## src/verilog/dcr_pkg.sv

```systemverilog
// dcr_pkg: register offsets, command fields, op codes and carrier types
// of the drawing engine command front end.
// assumes a 16-bit host register port and an engine datapath on sys_clk.
package dcr_pkg;

  ////////////////////////////////////////////////////////////////////////
  // host register offsets (status and command share one address)
  localparam logic [15:0] ADDR_DEST_Y = 16'h8ae8;
  localparam logic [15:0] ADDR_DEST_X = 16'h8ee8;
  localparam logic [15:0] ADDR_ERR = 16'h92e8;
  localparam logic [15:0] ADDR_MAJOR = 16'h96e8;
  localparam logic [15:0] ADDR_CMD = 16'h9ae8;
  localparam logic [15:0] ADDR_STROKE = 16'h9ee8;

  // field widths and the documented queue depth
  localparam int COORD_W = 12;
  localparam int STEP_W = 14;
  localparam int QUEUE_DEPTH = 13;

  // command word field positions
  localparam int CMD_ACROSS_BIT = 1;
  localparam int CMD_SUPPRESS_BIT = 2;
  localparam int CMD_CODING_BIT = 3;
  localparam int CMD_DRAW_BIT = 4;
  localparam int CMD_DIR_LSB = 5;
  localparam int CMD_WAIT_BIT = 8;
  localparam int CMD_WIDTH_LSB = 9;
  localparam int CMD_ORDER_BIT = 12;
  localparam int CMD_OP_LSB = 13;

  // stroke vector byte fields
  localparam int VEC_LEN_W = 4;
  localparam int VEC_DRAW_BIT = 4;
  localparam int VEC_DIR_LSB = 5;

  // status word field positions
  localparam int STAT_BUSY_BIT = 9;
  localparam int STAT_EMPTY_BIT = 10;

  // reset values (power-on contents are undefined; parameters cleared here, command word set to 0001)
  localparam logic [15:0] PARAM_RESET = 16'h0000;
  localparam logic [15:0] CMD_RESET = 16'h0001;

  // operation codes
  localparam logic [2:0] OP_NOP = 3'h0;
  localparam logic [2:0] OP_LINE = 3'h1;
  localparam logic [2:0] OP_RECT = 3'h2;
  localparam logic [2:0] OP_BLOCK = 3'h6;
  localparam logic [2:0] OP_PATTERN = 3'h7;

  // transfer width codes
  localparam logic [1:0] WIDTH_32_PACKED = 2'h3;

  ////////////////////////////////////////////////////////////////////////
  // queue entry: which register was written and with what
  typedef enum logic [2:0] {TGT_DEST_Y, TGT_DEST_X, TGT_ERR, TGT_MAJOR, TGT_CMD, TGT_STROKE} dcr_target_t;

  typedef struct packed {
    dcr_target_t target;
    logic [15:0] data;
  } dcr_entry_t;

  // one drawing order handed to the pixel datapath
  typedef struct packed {
    logic [2:0] op;
    logic is_stroke;
    logic across_plane_select;
    logic final_pixel_suppress;
    logic direction_coding_select;
    logic draw_or_move_select;
    logic [2:0] draw_direction_field;
    logic host_data_wait;
    logic [1:0] xfer_width;
    logic width_code_ok;
    logic byte_order_select;
    logic error_stepping;
    logic [COORD_W-1:0] pixel_count;
    logic [COORD_W-1:0] rect_top;
    logic [COORD_W-1:0] rect_left;
    logic [STEP_W-1:0] axial_step;
    logic [STEP_W-1:0] diagonal_step;
    logic [STEP_W-1:0] error_initial;
  } dcr_draw_t;

endpackage : dcr_pkg

```

## src/verilog/dcr_front.sv

```systemverilog
// dcr_front: host register port and command dispatch of the drawing engine.
// assumes host strobes and engine handshake are synchronous to sys_clk.
// Function
// RULE_01: copies take top row from vertical field
// RULE_02: software loads axial step as 2*min
// RULE_03: copies take left column from horizontal field
// RULE_04: software loads diagonal step 2*(min-max)
// RULE_05: software loads error, minus one if rightward
// RULE_06: major count is pixels minus one
// RULE_07: queue occupancy as split thermometer code
// RULE_08: status bit 9 shows engine busy
// RULE_09: status bit 10 shows all slots empty
// RULE_10: software sets command bit 0
// RULE_11: bit 1 selects across-the-plane transfers
// RULE_12: bit 2 suppresses final line pixel
// RULE_13: bit 3 coding, bit 4 draw or move
// RULE_14: bits 7-5 encode drawing direction
// RULE_15: bit 8 routes data through host port
// RULE_16: bits 10-9 select host write width
// RULE_17: width code 11 only across-plane
// RULE_18: bit 12 sets host byte order
// RULE_19: bits 15-13 select the operation
// RULE_20: axial lines step by constants, radial by count
// RULE_21: pattern copy tiles 8x8 aligned source
// RULE_22: stroke word holds two ordered vectors
// RULE_23: shared address: reads status, writes command
`timescale 1ns/1ns
module dcr_front #(
  parameter int DEPTH = dcr_pkg::QUEUE_DEPTH
) (
  // clock and reset
  input wire logic sys_clk,
  input wire logic reset_n,
  // host register port
  input wire logic [15:0] host_addr,
  input wire logic host_wr,
  input wire logic host_rd,
  input wire logic [15:0] host_wdata,
  output logic [15:0] host_rdata,
  output logic host_rvalid,
  // engine datapath handshake
  output logic draw_req,
  output dcr_pkg::dcr_draw_t draw_order,
  input wire logic draw_ack,
  input wire logic draw_done
);
  import dcr_pkg::*;

  localparam int CW = $clog2(DEPTH+1);
  localparam int EW = $bits(dcr_entry_t);

  initial begin
    if (DEPTH < 2 || DEPTH > QUEUE_DEPTH) $error("dcr_front: depth must be 2..13");
  end

  typedef enum logic [1:0] {ST_IDLE, ST_ISSUE, ST_RUN} dcr_state_t;

  dcr_state_t state_ff;
  dcr_state_t nxt_state;
  logic [15:0] host_y_ff, host_x_ff, host_err_ff, host_major_ff;
  logic [15:0] work_y_ff, work_x_ff, work_err_ff, work_major_ff;
  logic [15:0] cmd_ff;
  logic [7:0] second_vec_ff;
  logic second_pending_ff;
  logic draw_req_ff;
  dcr_draw_t draw_ff;
  dcr_draw_t nxt_draw;
  logic [15:0] rdata_ff;
  logic rvalid_ff;
  logic busy_ff;
  logic push;
  logic pop;
  dcr_entry_t push_entry;
  dcr_entry_t head;
  logic [EW-1:0] head_bits;
  logic [CW-1:0] q_count;
  logic q_empty;
  logic q_full;
  logic addr_hit;
  dcr_target_t addr_tgt;
  logic [15:0] status_word;
  logic [15:0] nxt_rdata;
  logic [7:0] first_vec;
  logic [7:0] other_vec;

  ////////////////////////////////////////////////////////////////////////
  // address decode of host writes
  always_comb begin
    addr_hit = 1'b1;
    addr_tgt = TGT_DEST_Y;
    unique case (host_addr)
      ADDR_DEST_Y: addr_tgt = TGT_DEST_Y;
      ADDR_DEST_X: addr_tgt = TGT_DEST_X;
      ADDR_ERR: addr_tgt = TGT_ERR;
      ADDR_MAJOR: addr_tgt = TGT_MAJOR;
      ADDR_CMD: addr_tgt = TGT_CMD; // see RULE_23
      ADDR_STROKE: addr_tgt = TGT_STROKE;
      default: addr_hit = 1'b0;
    endcase
  end

  // every register write that finds a free slot travels through the queue in order
  assign push = host_wr && addr_hit;
  assign push_entry = '{target: addr_tgt, data: host_wdata};

  dcr_queue #(
    .WIDTH(EW),
    .DEPTH(DEPTH)
  ) u_queue (
    .sys_clk(sys_clk),
    .reset_n(reset_n),
    .push(push),
    .push_data(push_entry),
    .pop(pop),
    .pop_data(head_bits),
    .count(q_count),
    .empty(q_empty),
    .full(q_full)
  );

  assign head = dcr_entry_t'(head_bits);
  assign pop = (state_ff == ST_IDLE) && !q_empty;

  ////////////////////////////////////////////////////////////////////////
  // host-visible copies of the parameter registers for readback
  always_ff @(posedge sys_clk or negedge reset_n) begin
    if (!reset_n) begin
      host_y_ff <= PARAM_RESET;
      host_x_ff <= PARAM_RESET;
      host_err_ff <= PARAM_RESET;
      host_major_ff <= PARAM_RESET;
    end else if (push && !q_full) begin
      unique case (addr_tgt)
        TGT_DEST_Y: host_y_ff <= host_wdata;
        TGT_DEST_X: host_x_ff <= host_wdata;
        TGT_ERR: host_err_ff <= host_wdata;
        TGT_MAJOR: host_major_ff <= host_wdata;
        TGT_CMD, TGT_STROKE: ;
      endcase
    end
  end

  // status word: thermometer of used slots, busy and all-empty
  always_comb begin
    logic [CW-1:0] free_slots;
    free_slots = CW'(DEPTH) - q_count;
    status_word = '0;
    for (int k = 1; k <= QUEUE_DEPTH; k++) begin
      if (k <= 8) begin
        status_word[8-k] = (free_slots < CW'(k)); // see RULE_07
      end else begin
        status_word[24-k] = (free_slots < CW'(k)); // see RULE_07
      end
    end
    status_word[STAT_BUSY_BIT] = busy_ff; // see RULE_08
    status_word[STAT_EMPTY_BIT] = q_empty; // see RULE_09
  end

  // read mux; reserved bits of parameters read as zero
  always_comb begin
    nxt_rdata = '0;
    unique case (host_addr)
      ADDR_DEST_Y: nxt_rdata = {2'h0, host_y_ff[STEP_W-1:0]};
      ADDR_DEST_X: nxt_rdata = {2'h0, host_x_ff[STEP_W-1:0]};
      ADDR_ERR: nxt_rdata = {2'h0, host_err_ff[STEP_W-1:0]};
      ADDR_MAJOR: nxt_rdata = {4'h0, host_major_ff[COORD_W-1:0]};
      ADDR_CMD: nxt_rdata = status_word; // see RULE_23
      default: nxt_rdata = '0;
    endcase
  end

  // read data registered, answered one cycle after the strobe
  always_ff @(posedge sys_clk or negedge reset_n) begin
    if (!reset_n) begin
      rdata_ff <= '0;
      rvalid_ff <= 1'b0;
    end else begin
      rvalid_ff <= host_rd;
      if (host_rd) begin
        rdata_ff <= nxt_rdata;
      end
    end
  end

  ////////////////////////////////////////////////////////////////////////
  // engine-side working parameters, updated as entries leave the queue
  always_ff @(posedge sys_clk or negedge reset_n) begin
    if (!reset_n) begin
      work_y_ff <= PARAM_RESET;
      work_x_ff <= PARAM_RESET;
      work_err_ff <= PARAM_RESET;
      work_major_ff <= PARAM_RESET;
      cmd_ff <= CMD_RESET;
    end else if (pop) begin
      unique case (head.target)
        TGT_DEST_Y: work_y_ff <= head.data;
        TGT_DEST_X: work_x_ff <= head.data;
        TGT_ERR: work_err_ff <= head.data;
        TGT_MAJOR: work_major_ff <= head.data;
        TGT_CMD: cmd_ff <= head.data; // nop kept for later strokes
        TGT_STROKE: ;
      endcase
    end
  end

  // stroke vector order follows the byte order bit
  assign first_vec = cmd_ff[CMD_ORDER_BIT] ? head.data[7:0] : head.data[15:8]; // see RULE_22
  assign other_vec = cmd_ff[CMD_ORDER_BIT] ? head.data[15:8] : head.data[7:0]; // see RULE_22

  // build a command order from a command word and the working set
  function automatic dcr_draw_t build_cmd(input logic [15:0] w, input logic [15:0] y,
                                          input logic [15:0] x, input logic [15:0] e,
                                          input logic [15:0] m);
    dcr_draw_t d;
    d.op = w[CMD_OP_LSB +: 3]; // see RULE_19 RULE_21
    d.is_stroke = 1'b0;
    d.across_plane_select = w[CMD_ACROSS_BIT]; // see RULE_11
    d.final_pixel_suppress = w[CMD_SUPPRESS_BIT]; // see RULE_12
    d.direction_coding_select = w[CMD_CODING_BIT]; // see RULE_13
    d.draw_or_move_select = w[CMD_DRAW_BIT]; // see RULE_13
    d.draw_direction_field = w[CMD_DIR_LSB +: 3]; // see RULE_14
    d.host_data_wait = w[CMD_WAIT_BIT]; // see RULE_15
    d.xfer_width = w[CMD_WIDTH_LSB +: 2]; // see RULE_16
    // packed 32-bit code is only honoured for across-the-plane transfers
    d.width_code_ok = (w[CMD_WIDTH_LSB +: 2] != WIDTH_32_PACKED) || w[CMD_ACROSS_BIT]; // see RULE_17
    d.byte_order_select = w[CMD_ORDER_BIT]; // see RULE_18
    d.error_stepping = (w[CMD_OP_LSB +: 3] == OP_LINE) && !w[CMD_CODING_BIT]; // see RULE_20
    d.pixel_count = m[COORD_W-1:0]; // see RULE_06
    d.rect_top = y[COORD_W-1:0]; // see RULE_01
    d.rect_left = x[COORD_W-1:0]; // see RULE_03
    d.axial_step = y[STEP_W-1:0]; // see RULE_01
    d.diagonal_step = x[STEP_W-1:0]; // see RULE_03
    d.error_initial = e[STEP_W-1:0];
    return d;
  endfunction : build_cmd

  // a stroke vector is a radial line drawn with the last command's flags
  function automatic dcr_draw_t build_vec(input dcr_draw_t base, input logic [7:0] v);
    dcr_draw_t d;
    d = base;
    d.op = OP_LINE;
    d.is_stroke = 1'b1;
    d.direction_coding_select = 1'b1;
    d.error_stepping = 1'b0;
    d.draw_or_move_select = v[VEC_DRAW_BIT]; // see RULE_22
    d.draw_direction_field = v[VEC_DIR_LSB +: 3]; // see RULE_22
    d.pixel_count = {{(COORD_W-VEC_LEN_W){1'b0}}, v[VEC_LEN_W-1:0]}; // see RULE_22
    return d;
  endfunction : build_vec

  ////////////////////////////////////////////////////////////////////////
  // dispatch state machine
  always_comb begin
    nxt_state = state_ff;
    nxt_draw = draw_ff;
    unique case (state_ff)
      ST_IDLE: begin
        if (pop && head.target == TGT_CMD && head.data[CMD_OP_LSB +: 3] != OP_NOP) begin
          nxt_draw = build_cmd(head.data, work_y_ff, work_x_ff, work_err_ff, work_major_ff);
          nxt_state = ST_ISSUE;
        end else if (pop && head.target == TGT_STROKE) begin
          nxt_draw = build_vec(build_cmd(cmd_ff, work_y_ff, work_x_ff, work_err_ff, work_major_ff),
                               first_vec);
          nxt_state = ST_ISSUE;
        end
      end
      ST_ISSUE: begin
        if (draw_ack) begin
          nxt_state = ST_RUN;
        end
      end
      ST_RUN: begin
        if (draw_done && second_pending_ff) begin
          nxt_draw = build_vec(draw_ff, second_vec_ff); // see RULE_22
          nxt_state = ST_ISSUE;
        end else if (draw_done) begin
          nxt_state = ST_IDLE;
        end
      end
    endcase
  end

  // state, order and request registers
  always_ff @(posedge sys_clk or negedge reset_n) begin
    if (!reset_n) begin
      state_ff <= ST_IDLE;
      draw_ff <= '0;
      draw_req_ff <= 1'b0;
    end else begin
      state_ff <= nxt_state;
      draw_ff <= nxt_draw;
      draw_req_ff <= (nxt_state == ST_ISSUE);
    end
  end

  // second vector of a stroke word waits for the first to finish
  always_ff @(posedge sys_clk or negedge reset_n) begin
    if (!reset_n) begin
      second_vec_ff <= '0;
      second_pending_ff <= 1'b0;
    end else if (state_ff == ST_IDLE && pop && head.target == TGT_STROKE) begin
      second_vec_ff <= other_vec;
      second_pending_ff <= 1'b1;
    end else if (state_ff == ST_RUN && draw_done) begin
      second_pending_ff <= 1'b0;
    end
  end

  // busy from order issue until the last done
  always_ff @(posedge sys_clk or negedge reset_n) begin
    if (!reset_n) begin
      busy_ff <= 1'b0;
    end else begin
      busy_ff <= (nxt_state != ST_IDLE); // see RULE_08
    end
  end

  assign host_rdata = rdata_ff;
  assign host_rvalid = rvalid_ff;
  assign draw_req = draw_req_ff;
  assign draw_order = draw_ff;
endmodule : dcr_front

```

## src/verilog/dcr_queue.sv

```systemverilog
// dcr_queue: command queue, first word falls through, parameterised.
// assumes push and pop come from logic on sys_clk.
`timescale 1ns/1ns
module dcr_queue #(
  parameter int WIDTH = 19,
  parameter int DEPTH = 13
) (
  // clock and reset
  input wire logic sys_clk,
  input wire logic reset_n,
  // fill side
  input wire logic push,
  input wire logic [WIDTH-1:0] push_data,
  // drain side
  input wire logic pop,
  output logic [WIDTH-1:0] pop_data,
  // occupancy
  output logic [$clog2(DEPTH+1)-1:0] count,
  output logic empty,
  output logic full
);
  localparam int PW = $clog2(DEPTH);
  localparam int CW = $clog2(DEPTH+1);

  initial begin
    if (DEPTH < 2 || WIDTH < 1) $error("dcr_queue: unsupported size");
  end

  logic [WIDTH-1:0] mem [DEPTH];
  logic [PW-1:0] wr_ptr_ff;
  logic [PW-1:0] rd_ptr_ff;
  logic [CW-1:0] count_ff;
  logic do_push;
  logic do_pop;

  ////////////////////////////////////////////////////////////////////////
  // a push into a full queue is dropped, a pop from empty ignored
  assign do_push = push && (count_ff != CW'(DEPTH));
  assign do_pop = pop && (count_ff != '0);
  assign pop_data = mem[rd_ptr_ff];
  assign count = count_ff;
  assign empty = (count_ff == '0);
  assign full = (count_ff == CW'(DEPTH));

  // storage array
  always_ff @(posedge sys_clk) begin
    if (do_push) begin
      mem[wr_ptr_ff] <= push_data;
    end
  end

  // pointers wrap at depth
  always_ff @(posedge sys_clk or negedge reset_n) begin
    if (!reset_n) begin
      wr_ptr_ff <= '0;
      rd_ptr_ff <= '0;
    end else begin
      if (do_push) begin
        wr_ptr_ff <= (wr_ptr_ff == PW'(DEPTH-1)) ? '0 : wr_ptr_ff + 1'b1;
      end
      if (do_pop) begin
        rd_ptr_ff <= (rd_ptr_ff == PW'(DEPTH-1)) ? '0 : rd_ptr_ff + 1'b1;
      end
    end
  end

  // occupancy counter
  always_ff @(posedge sys_clk or negedge reset_n) begin
    if (!reset_n) begin
      count_ff <= '0;
    end else if (do_push && !do_pop) begin
      count_ff <= count_ff + 1'b1;
    end else if (do_pop && !do_push) begin
      count_ff <= count_ff - 1'b1;
    end
  end
endmodule : dcr_queue

```

## config.mk

```make
export PLATFORM = sky130hd
export DESIGN_NAME = dcr_front
export DESIGN_NICKNAME = d
export VERILOG_FILES = /design/src/verilog/dcr_pkg.sv /design/src/verilog/dcr_front.sv /design/src/verilog/dcr_queue.sv
export SDC_FILE = /design/constraint.sdc
export NUM_CORES = 1
export LEC_CHECK = 0
export BUFFER_PORTS_ARGS = -buffer_cell sky130_fd_sc_hd__clkbuf_2
export CAP_MARGIN = 30
export CORE_ASPECT_RATIO = 0.5
export CORE_UTILIZATION = 60
export CTS_CLUSTER_DIAMETER = 40
export CTS_CLUSTER_SIZE = 30
export DETAILED_ROUTE_END_ITERATION = 10
export HOLD_SLACK_MARGIN = 0.1
export PLACE_DENSITY = 0.8
export REMOVE_ABC_BUFFERS = 1
export SLEW_MARGIN = 40
export SYNTH_ARGS = -nofsm -noshare
export SYNTH_HDL_FRONTEND = slang
export SYNTH_HIERARCHICAL = 1
export SYNTH_SLANG_ARGS = --single-unit
export TNS_END_PERCENT = 30
```

## constraint.sdc

```tcl
create_clock -name sys_clk -period 4 [get_ports sys_clk]
set_clock_uncertainty 0.15 [all_clocks]
set_input_delay 1 -clock sys_clk [delete_from_list [all_inputs] [get_ports sys_clk]]
set_output_delay 1 -clock sys_clk [all_outputs]
set_load 0.03 [all_outputs]
```

# ---- After elaboration in Yosys (flattened, before gate mapping)
# Memories as Yosys holds them, arrays and structs flattened.
# Cells that the tools add are included.
dict set report totals {
  ff_bits 258
  n_memories 1
  ramBits 247
  inputBits 38
}
# name depth word_bits rd rd_ports_with_merged_regs write_ports line_no
set mem_list {}
lappend mem_list {u_queue.mem 13 19 1 0 1 dcr_queue.sv:29} ;# logic [WIDTH-1:0] mem [DEPTH];
dict set report classes {
  n_eq_ne 26
  bitwise 1
  add_sub_neg 5
  order_cmp 13
  reduce_logical 45
  muxes 23
}
# cell count
set ops {}
lappend ops {{2-to-1 mux 95 bit} 3}
lappend ops {{case mux 95 bit (2 select lines)} 1}
lappend ops {{== test 16 bit (second input constant)} 6}
lappend ops {{case mux 16 bit (5 select lines)} 1}
lappend ops {{< comparator 4 bit (second input constant)} 6}
lappend ops {{AND reduction 2 bit} 9}
lappend ops {{< comparator 4 x 3 -> 1 bit (second input constant)} 4}
lappend ops {{2-to-1 mux 4 bit} 4}
lappend ops {{2-to-1 mux 8 bit} 2}
lappend ops {{logical AND 1 bit} 15}
lappend ops {{case mux 3 bit (5 select lines)} 1}
lappend ops {{adder 4 x 1 -> 4 bit (second input constant)} 3}
lappend ops {{== test 3 x 2 -> 1 bit (second input constant)} 4}
lappend ops {{== test 4 bit (second input constant)} 3}
lappend ops {{2-to-1 mux 2 bit} 5}
lappend ops {{nonzero test 2 bit} 5}
lappend ops {{== test 3 x 1 -> 1 bit (second input constant)} 3}
lappend ops {{< comparator 4 x 2 -> 1 bit (second input constant)} 2}
lappend ops {{== test 3 bit (second input constant)} 2}
lappend ops {{logical NOT 3 bit} 2}
lappend ops {{inequality test 2 bit (second input constant)} 3}
lappend ops {{case mux 2 bit (3 select lines)} 1}
lappend ops {{AND reduction 3 bit} 2}
lappend ops {{OR reduction 6 bit} 1}
lappend ops {{15 further kinds} 25}

# ---- Longest topological paths before layout
dict set report logic_depth {
  depth_word 9
  mapped_depth 14
}

# ---- Modules after synthesis
# The synthesis kept the hierarchy.
# module seq_area_each_um2 cells_per_inst area_per_inst_um2 n_inst
set modules_own_cells {}
lappend modules_own_cells {dcr_queue 7717.4 499 10163.5 1}
lappend modules_own_cells {dcr_front 5380.2 720 9414.0 1}

# ---- Worst setup path before layout
# No wires, ideal clock.
dict set report synth_path {
  path_kind {input to register}
  from {input host_addr[13]}
  to {register u_queue.count_ff[3] (netlist: u_queue/count[3])}
  cell_stages 13
  arrival_time_ns 3.506
  slack_ns 0.208
  path_cell_list {nor3b_1 > nand4_2 > buf_6 > nor2_1 > and2_1 > nand2_1 > inv_1 > ha_1 > inv_1 > ha_1 > a21o_1 > a2111oi_0 > o31ai_1}
}
dict set report synth_between {
  elab_chain_cells 8
  word_cells_on_any_way 15
  cone_classes {6 x eq/ne; 2 x mux; 7 x reduce/logical}
}
# element line_no
set synth_rtl {}
lappend synth_rtl {{from (decl)} dcr_front.sv:35} ;# input wire logic [15:0] host_addr,
lappend synth_rtl {{== test 16 bit} dcr_front.sv:91} ;# unique case (host_addr)
lappend synth_rtl {{OR reduction 6 bit (no source line) (*)} n/a}
lappend synth_rtl {{2-to-1 mux 1 bit (*)} dcr_front.sv:91}
lappend synth_rtl {{logical AND 1 bit (*)} dcr_front.sv:103} ;# assign push = host_wr && addr_hit;
lappend synth_rtl {{via push} dcr_front.sv:71} ;# logic push;
lappend synth_rtl {{logical AND 1 bit (*)} dcr_queue.sv:38} ;# assign do_push = push && (count_ff != CW'(DEPTH));
lappend synth_rtl {{via u_queue.do_push} dcr_queue.sv:33} ;# logic do_push;
lappend synth_rtl {{logical NOT 1 bit} dcr_queue.sv:73} ;# end else if (do_pop && !do_push) begin
lappend synth_rtl {{logical AND 1 bit} dcr_queue.sv:73}
lappend synth_rtl {{nonzero test 2 bit (no source line)} n/a}
lappend synth_rtl {{to (signal assigned)} dcr_queue.sv:72} ;# count_ff <= count_ff + 1'b1;
lappend synth_rtl {{to (signal assigned)} dcr_queue.sv:74} ;# count_ff <= count_ff - 1'b1;
lappend synth_rtl {{to (decl)} dcr_queue.sv:32} ;# logic [CW-1:0] count_ff;
# Mark *: on every way through the listed nets, which the timed path passes. The rest lies on a longest branch.
# A chain may end at the register's enable or synchronous reset.

==> key figures <==
Global routing
  • First-pass GRT wire length: about 68 mm
  • Initial antenna violation count: 2
  • Vias in the first global route: 11597
  • Pin count of the biggest net entering global routing: 59
  • Overall Global Routing Usage: 0.2703
  • Overflow after GRT: 0

Power
  • Sequential cell fraction of total power: 0.414
  • Pwr Density: 704.1 mW/mm2
  • Pint: 9.820 mW
  • Max IR drop VDD: around 0.34 mV
  • Tot Pwr: 15.58 mW
  • Power share of the clock group: 0.236
  • Net switching power: about 5.8 mW
  • Leakage power: 8.958 nW
  • Combinational share of power: 0.350
  • Switch share: 0.3697

Timing
  • RSZ-0062 raised after global routing: no
  • Worst-Margin Slew: around 870 ps
  • Setup_tns: 0 ps
  • Setup WS post-layout: slightly below 300 ps
  • Final hold violations: 0
  • Fmax: 269.8 MHz
  • Final setup vio count: 0
  • Final Max Slew Viols: 0
  • Worst rel slew slack: 0.4178
  • Min cycle time layout: 3706 ps
  • Final Cycle Share: 0.9265

Routing
  • Average routed wire per standard cell: 24.14 um
  • 1st-iter DRT viols: 1074
  • Drt pass-1 iters: 6
  • WL final: 44.47 mm
  • DR vias/cell: 6.262
  • Antenna viol nets, final: 0
  • Total number of vias: around 12000
  • Drt drc: 0

Clock network
  • Htree depth: 2
  • Num CTS Buffers: 35
  • Clk pin slew, worst setup/hold paths: about 80 ps
  • CTS tree: built
  • Postcts setup bufs: 0
  • Hold_buf cts: 0
  • Post_cts resized: 0
  • Maximum clock insertion buffer count: 3
  • Root Driver: clkbuf_16
  • Clk Latency, worst-skew pair: 550 ps
  • CTS Sinks: 474

Layout
  • Sequential Area: 0.01310 mm2
  • Area delta synth->final: 13.03%
  • Layout Utilization: 0.6940
  • Nets: about 1400
  • Multi-input logic area: 0.005896 mm2
  • Filler cell count: 2079
  • Share of cells above drive strength 1: 0.3312
  • N_diodes: 0

Synthesis
  • Most numerous cell in the Yosys netlist: edfxtp_1
  • Largest family of logic cells by synthesized area: multiplexers
  • Synth top area share: 0.3789
  • Mapped Cells: 1219
  • Avg Cell Area, Syn: 16.06 um2
  • List of most frequent post-synthesis cells: edfxtp_1, dfrtp_1, mux2_2
  • XOR/XNOR Fraction of Synth Area: 0.001342
  • Synth Warn #: 6
  • Synthesized area: 0.01958 mm2
  • Register area share after synthesis: 0.6690
  • Synth Area in Simple Gates: 0.05567
  • Mux cell area share after synthesis: 0.1787
  • Synth Area in Adders: 0.009331
  • Number of flops mapped to enable cells by yosys: 247
  • Top FF cell, synth: edfxtp_1
  • Yosys reg bits: 474
  • Yosys cell types: 65
  • Main area contributors after synthesis: edfxtp_1, dfrtp_1, mux2_2
  • Synth Area in Compound Gates: 0.05285
  • Post-synthesis async set-or-reset flop share: 0.4789
  • Yosys top cell by area: edfxtp_1

Critical path
  • Worst stage delay on the critical path: between 700 and 800 ps
  • Setup CP Type: reg -> reg
  • Critical Path AT: 4010 ps
  • CP top delay family: compound AO/OA/AOI/OAI gates
  • Worst path most repeated cell: a21oi_1
  • Buf/Inv on CP: 0
  • Crit. End Element: flop
  • Critical path's slowest cell: dfrtp_2
  • Worst-path cell chain: mux4_2 > o22ai_1 > a31oi_2 > or3_1 > o21ai_1 > a21o_1 > a21oi_1 > a21oi_1
  • CP required: 4310 ps
  • Critical path peak fanout: 22
  • Critical path startpoint category: flop

Outcome
  • Status: finished, final reports clean

Floorplanning
  • Die ar.: 0.03340 mm2
  • I/O pin count: 151
  • Chip Width: ~260 um
  • CORE AREA: about 0.032 mm2
  • FP Rows: 46
  • Die H: 129.7 um
  • Initial Util: 0.6140

Placed design
  • Setup slack at placement: -62.55 ps
  • Detail Placement HPWL: 27.73 mm
  • Port Buf Inserts: 150
  • Placer congestion estimate: a little over 0.8

Worst hold path
  • Hold crit path type: in -> async

Job
  • Max-capacitance violation count: 0
cell type report:
| type | count | area share |
|---|---|---|
| Clock inverter | 24 | 0.01182 |
| Timing Repair Buffer | 214 | 0.05869 |
| Inverter | 27 | 0.004580 |
| Tap cell | 432 | 0.02443 |
| Sequential cell | 474 | 0.5920 |
| Multi-Input combinational cell | 633 | 0.2664 |
| Clock buffer | 38 | 0.04201 |
layer usage:
layer,GRT usage,part of all wire,up-vias
li1,-,-,4966
met1,0.3787,0.42,5946
met2,0.4532,0.48,544
met3,0.04274,0.078,79
met4,0.06822,0.018,0
met5,0,0,-
flip-flops by register name (all words and copies together) (netlist names), 12 cells and up:
register	flops
u_queue/mem	247
host_x_ff	14
work_y_ff	14
host_err_ff	14
work_x_ff	14
host_y_ff	14
draw_order	71
work_major_ff	12
work_err_ff	14
host_rdata	16
host_major_ff	12
worst paths after layout:
path / to / depth (start not counted) / slack, ps / from
max: draw_order[66] / 8 / 290 / u_queue/rd_ptr_ff[0]
min: draw_order[48] / 1 / 240 / reset_n
max reg2reg: draw_order[66] / 8 / 290 / u_queue/rd_ptr_ff[0]
min reg2reg: second_vec_ff[7] / 2 / 340 / second_vec_ff[7]
max in group asynchronous: draw_order[61] / 3 / 2460 / reset_n
min in group sys_clk: second_vec_ff[7] / 2 / 340 / second_vec_ff[7]
worst register-to-register path: stages (launching register included):
cell and delay (ps):
dfrtp_2 770, mux4_2 580, o22ai_1 240, a31oi_2 160
or3_1 450, o21ai_1 310, a21o_1 640, a21oi_1 140
a21oi_1 190
per-stage QoR:
stage                     instances  hold WS (ps)  instance area [um2]
after floorplan                1134         294.6                19030
after global placement         1779         309.6                20860
after detailed placement       1780         319.2                20920
after CTS                      1842         243.1                22110
after global routing           1842         255.5                22130
final                          1842         242.1                22130
cell families after synthesis:
logic type | Yosys count
xor gates and xnor gates | 3
and+or+nand+nor | 204
adders and majority gates | 14
muxes | 251
AOI/OAI and AO/OA | 161
DFF | 474
buffers and inverters | 112
layout by cell type (no fill, tap or decap), types with 7 or more instances in the layout:
cell,netlist,final
a21oi_1,27,27
a22o_1,10,10
a22oi_1,7,7
a31oi_1,23,15
a31oi_2,0,8
and2_1,10,10
buf_4,34,60
clkbuf_16,0,37
clkbuf_2,0,149
dfrtp_1,227,225
edfxtp_1,247,247
ha_1,13,13
inv_1,27,27
inv_8,0,8
mux2_1,38,38
mux2_2,126,126
mux2i_1,30,30
mux4_1,18,18
mux4_2,39,39
nand2_1,84,84
nand2b_1,8,8
nand3_1,10,10
nor2_1,31,30
nor3_1,12,12
o211ai_1,8,8
o21ai_0,30,30
o22ai_1,24,24
power groups by stage:
stage / logic [mW] / registers [mW] / clock network, mW
floorplan: 2.63 / 7.40 / 0
global placement: 5.14 / 6.50 / 0
detailed placement: 5.35 / 6.56 / 0
CTS: 5.42 / 6.46 / 3.73
global route: 5.80 / 6.57 / 3.92
finish: 5.45 / 6.45 / 3.68
No activity file was read; power rests on OpenSTA's default activity.
